$ cat src/common/rio_pkg.sv
package rio_pkg;

    // ------------------------------------------------------------
    // bus geometry
    // ------------------------------------------------------------
    localparam int ADDR_W = 10;
    localparam int DATA_W = 8;
    localparam int WIN_W  = 2;
    localparam int BASE_W = ADDR_W - WIN_W;

    // ------------------------------------------------------------
    // register offsets inside the four-byte window
    // ------------------------------------------------------------
    localparam logic [WIN_W-1:0] OFS_RELAY   = 2'h0;
    localparam logic [WIN_W-1:0] OFS_INPUT   = 2'h1;
    localparam logic [WIN_W-1:0] OFS_SPARE_A = 2'h2;
    localparam logic [WIN_W-1:0] OFS_SPARE_B = 2'h3;

    // ------------------------------------------------------------
    // reset and idle values
    // ------------------------------------------------------------
    localparam logic [DATA_W-1:0] RELAY_RST = 8'h00;
    localparam logic [DATA_W-1:0] IDLE_DATA = 8'hff;

    // ------------------------------------------------------------
    // types
    // ------------------------------------------------------------
    typedef struct packed {
        logic [ADDR_W-1:0] addr;
        logic              aen;
        logic              ior_b;
        logic              iow_b;
        logic [DATA_W-1:0] data;
    } rio_bus_type;

    typedef enum logic [1:0] {SEL_NONE, SEL_RELAY, SEL_INPUT, SEL_SPARE} rio_sel_type;

    typedef enum logic [1:0] {ST_IDLE, ST_READ, ST_WRITE} rio_state_type;

endpackage

$ cat src/hw/rio_port.sv
`timescale 1ns/1ps

// Contract
// [RL1] four-byte window, only offsets zero and one
// [RL2] base aligned, address bits one:zero select register
// [RL3] offset one read returns all inputs
// [RL4] input bit n is channel n
// [RL5] input bit one means energized
// [RL6] reset clears relay latch, relays off
// [RL7] offset zero read returns relay latch
// [RL8] offset zero write loads all relay bits
// [RL9] relay bit n drives relay n, one energizes
// [RL10] energized closes normally open, opens normally closed
// [RL11] host does read, or, write for changes
// [RL12] offsets two, three ignore writes, drive nothing
module rio_port
    import rio_pkg::*;
#(
    parameter int N_CH = 8
)
(
    input  wire logic              i_mclk,
    input  wire logic              i_rst_b,
    input  wire rio_bus_type       i_bus,
    input  wire logic [BASE_W-1:0] i_base_sel,
    input  wire logic [N_CH-1:0]   i_input_ch,
    output logic      [DATA_W-1:0] o_sd,
    output logic                   o_sd_oe_b,
    output logic      [N_CH-1:0]   o_relay_ch,
    output logic      [N_CH-1:0]   o_no_closed,
    output logic      [N_CH-1:0]   o_nc_closed
);

    // ------------------------------------------------------------
    // elaboration check
    // ------------------------------------------------------------
    if (N_CH < 1 || N_CH > DATA_W) begin : g_bad_width
        $error("rio_port: N_CH must lie between 1 and the data width");
    end

    // ------------------------------------------------------------
    // helpers
    // ------------------------------------------------------------
    function automatic logic [DATA_W-1:0] to_byte(input logic [N_CH-1:0] v);
        logic [DATA_W-1:0] b;
        b          = '0;
        b[N_CH-1:0] = v;
        return b;
    endfunction

    function automatic logic readable(input rio_sel_type s);
        return (s == SEL_RELAY) || (s == SEL_INPUT);
    endfunction

    // ------------------------------------------------------------
    // state
    // ------------------------------------------------------------
    rio_state_type     state_q;
    rio_state_type     state_d;
    logic [N_CH-1:0]   relay_q;
    logic [N_CH-1:0]   relay_d;
    logic [DATA_W-1:0] sd_q;
    logic [DATA_W-1:0] sd_d;
    logic              sd_oe_b_q;
    logic              sd_oe_b_d;
    logic [N_CH-1:0]   no_q;
    logic [N_CH-1:0]   no_d;
    logic [N_CH-1:0]   nc_q;
    logic [N_CH-1:0]   nc_d;
    rio_sel_type       sel;
    logic [DATA_W-1:0] rd_data;
    logic              wr_relay;

    // ------------------------------------------------------------
    // address window decode
    // ------------------------------------------------------------
    rio_win_dec u_dec (
        .i_addr     (i_bus.addr),
        .i_aen      (i_bus.aen),
        .i_base_sel (i_base_sel),
        .o_sel      (sel)
    );

    // ------------------------------------------------------------
    // read data mux
    // ------------------------------------------------------------
    always_comb begin
        if (sel == SEL_RELAY) begin
            rd_data = to_byte(relay_q);  // RL7
        end else if (sel == SEL_INPUT) begin
            rd_data = to_byte(i_input_ch);  // RL3 RL4 RL5
        end else begin
            rd_data = IDLE_DATA;
        end
    end

    // ------------------------------------------------------------
    // bus cycle sequencing and relay latch
    // ------------------------------------------------------------
    always_comb begin
        state_d   = state_q;
        relay_d   = relay_q;
        sd_d      = IDLE_DATA;
        sd_oe_b_d = 1'b1;
        case (state_q)
            ST_IDLE: begin
                if (!i_bus.iow_b && sel != SEL_NONE) begin
                    // one load per strobe; spare offsets swallow the write
                    if (sel == SEL_RELAY) begin
                        relay_d = i_bus.data[N_CH-1:0];  // RL8 RL9
                    end
                    state_d = ST_WRITE;  // RL12
                end else if (!i_bus.ior_b && readable(sel)) begin
                    sd_d      = rd_data;
                    sd_oe_b_d = 1'b0;
                    state_d   = ST_READ;
                end
            end
            ST_READ: begin
                // data follows the live source while the strobe is held
                if (i_bus.ior_b || !readable(sel)) begin
                    state_d = ST_IDLE;
                end else begin
                    sd_d      = rd_data;
                    sd_oe_b_d = 1'b0;
                end
            end
            ST_WRITE: begin
                if (i_bus.iow_b) begin
                    state_d = ST_IDLE;
                end
            end
            default: begin
                state_d = ST_IDLE;
            end
        endcase
    end

    // ------------------------------------------------------------
    // contact state
    // ------------------------------------------------------------
    always_comb begin
        no_d = relay_d;   // RL10
        nc_d = ~relay_d;  // RL10
    end

    // ------------------------------------------------------------
    // registers
    // ------------------------------------------------------------
    always_ff @(posedge i_mclk) begin
        if (!i_rst_b) begin
            state_q   <= ST_IDLE;
            relay_q   <= RELAY_RST[N_CH-1:0];  // RL6
            sd_q      <= IDLE_DATA;
            sd_oe_b_q <= 1'b1;
            no_q      <= RELAY_RST[N_CH-1:0];
            nc_q      <= ~RELAY_RST[N_CH-1:0];
        end else begin
            state_q   <= state_d;
            relay_q   <= relay_d;
            sd_q      <= sd_d;
            sd_oe_b_q <= sd_oe_b_d;
            no_q      <= no_d;
            nc_q      <= nc_d;
        end
    end

    // ------------------------------------------------------------
    // outputs
    // ------------------------------------------------------------
    assign o_sd        = sd_q;
    assign o_sd_oe_b   = sd_oe_b_q;
    assign o_relay_ch  = relay_q;  // RL9
    assign o_no_closed = no_q;
    assign o_nc_closed = nc_q;

    // ------------------------------------------------------------
    // assertions
    // ------------------------------------------------------------
    // the only taken write that may move the relay latch
    assign wr_relay = (state_q == ST_IDLE) && !i_bus.iow_b && (sel == SEL_RELAY);
endmodule

$ cat src/hw/rio_win_dec.sv
`timescale 1ns/1ps

module rio_win_dec
    import rio_pkg::*;
(
    input  wire logic [ADDR_W-1:0] i_addr,
    input  wire logic              i_aen,
    input  wire logic [BASE_W-1:0] i_base_sel,
    output rio_sel_type            o_sel
);

    // ------------------------------------------------------------
    // window hit and register select
    // ------------------------------------------------------------
    logic hit;

    assign hit = !i_aen && (i_addr[ADDR_W-1:WIN_W] == i_base_sel);  // RL2

    always_comb begin
        if (!hit) begin
            o_sel = SEL_NONE;
        end else if (i_addr[WIN_W-1:0] == OFS_RELAY) begin
            o_sel = SEL_RELAY;
        end else if (i_addr[WIN_W-1:0] == OFS_INPUT) begin
            o_sel = SEL_INPUT;
        end else begin
            o_sel = SEL_SPARE;  // RL1
        end
    end

endmodule

$ cat config.mk
export PLATFORM = sky130hd
export DESIGN_NAME = rio_port
export DESIGN_NICKNAME = d
export VERILOG_FILES = /design/src/common/rio_pkg.sv /design/src/hw/rio_port.sv /design/src/hw/rio_win_dec.sv
export SDC_FILE = /design/constraint.sdc
export NUM_CORES = 1
export LEC_CHECK = 0
export ABC_AREA = 1
export BUFFER_PORTS_ARGS = -buffer_cell sky130_fd_sc_hd__buf_2
export CAP_MARGIN = 0
export CORE_UTILIZATION = 39
export CTS_CLUSTER_SIZE = 16
export DETAILED_ROUTE_END_ITERATION = 7
export PLACE_DENSITY = 0.74
export SYNTH_ARGS = -nofsm -noshare
export SYNTH_HDL_FRONTEND = slang
export SYNTH_SLANG_ARGS = --single-unit
$ cat constraint.sdc
create_clock -name i_mclk -period 1.8 [get_ports i_mclk]
set_input_delay 0.36 -clock i_mclk [delete_from_list [all_inputs] [get_ports i_mclk]]
set_output_delay 0.36 -clock i_mclk [all_outputs]
set_load 0.01 [all_outputs]
# Yosys cells after proc, flatten, opt, wreduce, memory -nomap -nowiden
# Index checks and enable logic that the tools add are counted.
# word_totals
output_inout_bits	33
input_bits	39
register_bits	27
# op_classes
reduce_logical	13
mux	21
n_bitwise	1
n_eq_ne	9
# ops
operator	n
$mux W8	8
$pmux W8 S2	1
$mux W2	6
$eq A8 B8 Y1	1
$not A8 Y8	1
$eq A2 B1 Y1 const B	3
$pmux W2 S3	1
$eq A2 B2 Y1 const B	2
$logic_not A1 Y1	4
$logic_not A2 Y1	2
$mux W1	4
$ne A2 B2 Y1 const B	2
$logic_and A1 B1 Y1	3
$ne A3 B3 Y1 const B	1
$reduce_and A3 Y1	1
$logic_or A1 B1 Y1	2
$pmux W1 S2	1
$reduce_bool A2 Y1	1

# Depth between registers and ports, before layout
# logic_depth
ltp_word	10
ltp_mapped	17

# Cells and area by module
# From an unflattened synthesis, not the netlist that was laid out.
# hier_totals
hier_cells	199
area_unflattened_um2	1366.3
# by_module_without_submodules
module	cells_per_inst	area_each_um2	instances
rio_port	159	1201.2	1
rio_win_dec	40	165.2	1

# Least setup slack after synthesis
# Ideal clock, no wire load.
# synth_timing
path_kind	input to register
start	in i_bus[18] in the netlist's numbering
end	reg nc_q[0] (netlist: o_nc_closed[0])
arrival_ns	1.756
cell_stages	17
setup_slack_ns	-0.065
setup_time_ns	0.109
path_buffers	1
cell_sequence	inv_1 nand2_1 nand2_1 nor2_1 nand3_1 nor2_1 nand2_1 ha_1 inv_1 nand2_1 nor2_4 nand2_4 buf_6 nand2_4 nand2_2 nor2_4 inv_2
# synth_via
elab_chain_cells	8
# synth_lines
item	line	text
start, declared	rio_port.sv:24	input wire rio_bus_type i_bus,
$eq A8 B8 Y1 *	rio_win_dec.sv:17	assign hit = !i_aen && (i_addr[ADDR_W-1:WIN_W] == i_base_sel);
$logic_and A1 B1 Y1 *	rio_win_dec.sv:17	
$mux W2 *	rio_win_dec.sv:20	if (!hit) begin
$eq A2 B1 Y1 / $reduce_bool A2 Y1 (equally long branches)	--	
$mux W8 / $logic_and A1 B1 Y1 (equally long branches)	rio_port.sv:109, rio_port.sv:107	
$mux W8 *	rio_port.sv:107	if (!i_bus.iow_b && sel != SEL_NONE) begin
$mux W8 *	rio_port.sv:105	case (state_q)
$not A8 Y8 *	rio_port.sv:144	nc_d = ~relay_d;
end signal, assigned	rio_port.sv:157	nc_q <= ~RELAY_RST[N_CH-1:0];
end signal, assigned	rio_port.sv:164	nc_q <= nc_d;
end, declared	rio_port.sv:68	logic [N_CH-1:0] nc_q;
# Mark *: on every way between the ends. The rest lies on a longest branch, timed or not.
# A chain may end at the register's enable or synchronous reset.

# Final worst setup path
# layout_timing
start	in i_base_sel[1]
end	reg no_q[0] (netlist: o_no_closed[0])
# layout_via
elab_chain_cells	7
# layout_lines
item	line	text
start, declared	rio_port.sv:25	input wire logic [BASE_W-1:0] i_base_sel,
$eq A8 B8 Y1 *	rio_win_dec.sv:17	
$logic_and A1 B1 Y1 *	rio_win_dec.sv:17	
$mux W2 *	rio_win_dec.sv:20	
$eq A2 B1 Y1 / $reduce_bool A2 Y1 (equally long branches)	--	
$mux W8 / $logic_and A1 B1 Y1 (equally long branches)	rio_port.sv:109, rio_port.sv:107	
$mux W8 *	rio_port.sv:107	
$mux W8 *	rio_port.sv:105	
end signal, assigned	rio_port.sv:156	no_q <= RELAY_RST[N_CH-1:0];
end signal, assigned	rio_port.sv:163	no_q <= no_d;
end, declared	rio_port.sv:66	logic [N_CH-1:0] no_q;
# Marks and branches as above.

==> metrics.txt <==
Synth Cell Area 1320 sq um; first drt pass iteration count 4; post-synth cell types 19; vias in the first global route 1022; final core occ 56.8%; Final nets 296; dpl cell area 1690 sq um; layout cells sized above 1 43.9%; initial antenna violation count 0; largest net degree at the start of global routing 17; crit end category flip-flop; Final Cycle Share 92.9%; CORE AREA 3130 sq um; minimum clock period after layout 1670 ps; Cell Pwr Density 537 nW/um^2; drt via density 4.07; Worst Setup Start Kind input port; # hold bufs at CTS 0; # port buffers 71; VDD IR-drop max 0.317 mV; Yosys reg bits 27; Std-Cell Rows 20; TritonCTS clock tree done; crit-path max cell delay 190 ps; global-route wire length before repair 4030 microns; DIE HEIGHT 60.1 microns; drt wl/cell 8.86 microns; total power 0.000954 W; Final Wtd Congestion 0.726; CP cell instances buf_2 -> inv_1 -> nor2_1 -> nor2_2 -> nand3_2 -> nor2_2 -> nand2_1 -> ha_2 -> inv_2 -> nand2_2 -> nor2_4 -> nand2_8 -> buf_4 -> nor2_4 -> nor2_4; Routed Antenna Nets 0; Hold Path Depth 3; crit path max-delay cell type ha_2; Setup Viol. Count Final 0; post-synthesis sequential area ratio 41.1%; total gr overflow 0; final slew viol count 0; final HPWL from detailed placement 2080 microns; Slew Limit Headroom 78.4%; Final Cell Area 1780 sq um; Worst-path clk slew 150 ps; DR iter-0 viols 22; Max-Cap Viols 0; status completed; die area 3610 sq um; fmax 0.598 GHz; HP Class in2reg; final WL 2630 microns; worst clock skew 12.0 ps; Clock Root Buffer clkbuf_4; DRC violations left 0; clock latency on the worst-skew pair 330 ps; antenna cell count 0; WS Path Type in2reg; CTS Buffer Depth 2; htree depth 1; die width 60.1 microns; I/O Pins 72; Filler cells 307; count of final hold-check violations 0; Starting Density 42.1%; via count 1209; Syn Nets 224; Most common cell on crit path nor2_4; final cell count without fillers 297; Required @ worst endpoint 2030 ps; FF-to-FF path depth 7; GRT Overall Usage 14.7%; Mapped Cells 182; Yosys warning total 0; clk sinks 27; Pleak 0.940 nW; Slew @ Worst Pin 324 ps; Critical Path Fanout Max 16; area grow syn2layout 35.0%; syn avg cell area 7.23 sq um; total CTS buffers 3; placed cells 291; CP Data Arrival Time 1910 ps
-- worst max-delay path, delay by kind of cell --
family                   cells  cell delay [ps]
adder cells (fa/ha/maj)      1              190
buffers and inverters        4              370
AND/OR/NAND/NOR             10              970
-- synth_stat cells --
cell type,count,area (sq um)
nand2_1,39,146
clkbuf_2,1,5.00
nand2_4,3,33.8
buf_2,2,10.0
a21oi_1,16,80.1
nor3_4,1,16.3
xnor2_1,2,17.5
nor2_1,22,82.6
inv_1,39,146
ha_1,3,37.5
inv_2,4,15.0
nor2_4,5,56.3
nand3_1,2,10.0
dfxtp_1,27,541
buf_4,9,67.6
buf_6,1,11.3
nand2_2,3,18.8
nor3_1,2,10.0
o2111a_1,1,11.3
-- cells in the final DEF (no fill, tap or decap) --
master	netlist	layout
inv_1	39	38
nand2_8	0	1
o2111a_1	1	1
ha_1	3	2
inv_2	4	5
nor3_1	2	2
clkbuf_4	0	3
a21oi_1	16	16
xnor2_1	2	2
buf_4	9	7
nand3_2	0	2
nor2_4	5	5
nor3_4	1	1
nand2_2	3	4
buf_2	2	71
ha_2	0	1
dfxtp_1	27	27
nor2_1	22	16
nand2_4	3	2
nand2_1	39	38
nor2_2	0	6
clkinvlp_4	0	1
buf_6	1	2
-- path summary, 6_finish.rpt --
path | slack (ps) | to | startpoint
setup / recovery | 130 | o_no_closed[0]$_SDFF_PN0_ | i_base_sel[1]
hold reg to reg | 540 | o_sd[0]$_SDFF_PN1_ | o_no_closed[0]$_SDFF_PN0_
setup reg to reg | 630 | o_sd[5]$_SDFF_PN1_ | state_q[1]$_SDFFE_PN0P_
hold / removal | 290 | o_no_closed[2]$_SDFF_PN0_ | i_bus[2]
-- sequential cells by signal, summed over array words and instances (netlist names) --
name / cells
state_q: 2
o_sd_oe_b: 1
o_nc_closed: 8
o_sd: 8
o_no_closed: 8
-- per-layer routing --
| metal | up-vias | wire (microns) | track usage [%] |
|---|---|---|---|
| met4 | 0 | 20 | 4.98 |
| li1 | 660 | - | - |
| met1 | 512 | 1180 | 17.0 |
| met5 | - | 0 | 0 |
| met2 | 34 | 1310 | 27.6 |
| met3 | 3 | 121 | 1.73 |
-- kinds of logic after synthesis --
logic type,after synthesis,synth area share [%]
AOI/OAI and AO/OA,17,6.94
xor gates and xnor gates,2,1.33
adders and majority gates,3,2.85
buffers and inverters,56,19.4
DFF,27,41.1
and+or+nand+nor,77,28.4
-- cell type report --
type	instances	area [sq um]	share of cell area, %
multi-input cells	99	559	31.5
well taps	44	55.1	3.10
clock buffers	3	22.5	1.27
clock inverters	1	7.51	0.423
inverters	43	161	9.08
flip-flops and latches	27	541	30.4
repair buffers	80	430	24.2
-- what timing repair did --
item / CTS / global route
endpoints found under the hold margin: 0 / 0
resized for setup: 0 / 11
endpoints found under the setup margin: 0 / 24
setup buffers: 0 / 2
-- stage by stage --
| step | setup slack, ps | TNS, ps | hold slack (ps) |
|---|---|---|---|
| floorplan | -24.0 | -47.9 | 506 |
| finish | 127 | 0 | 288 |
| global route | -6.45 | -6.45 | 285 |
| global placement | -226 | -4080 | 506 |
| detailed placement | -258 | -5450 | 512 |
| CTS | 89.6 | 0 | 290 |
-- power by group --
group | switching [W] | internal, W
clock network | 0.000177 | 0.0000850
registers | 0.0000000970 | 0.000598
logic | 0.0000461 | 0.0000473
Note: power is estimated with default switching activity, not from simulation.
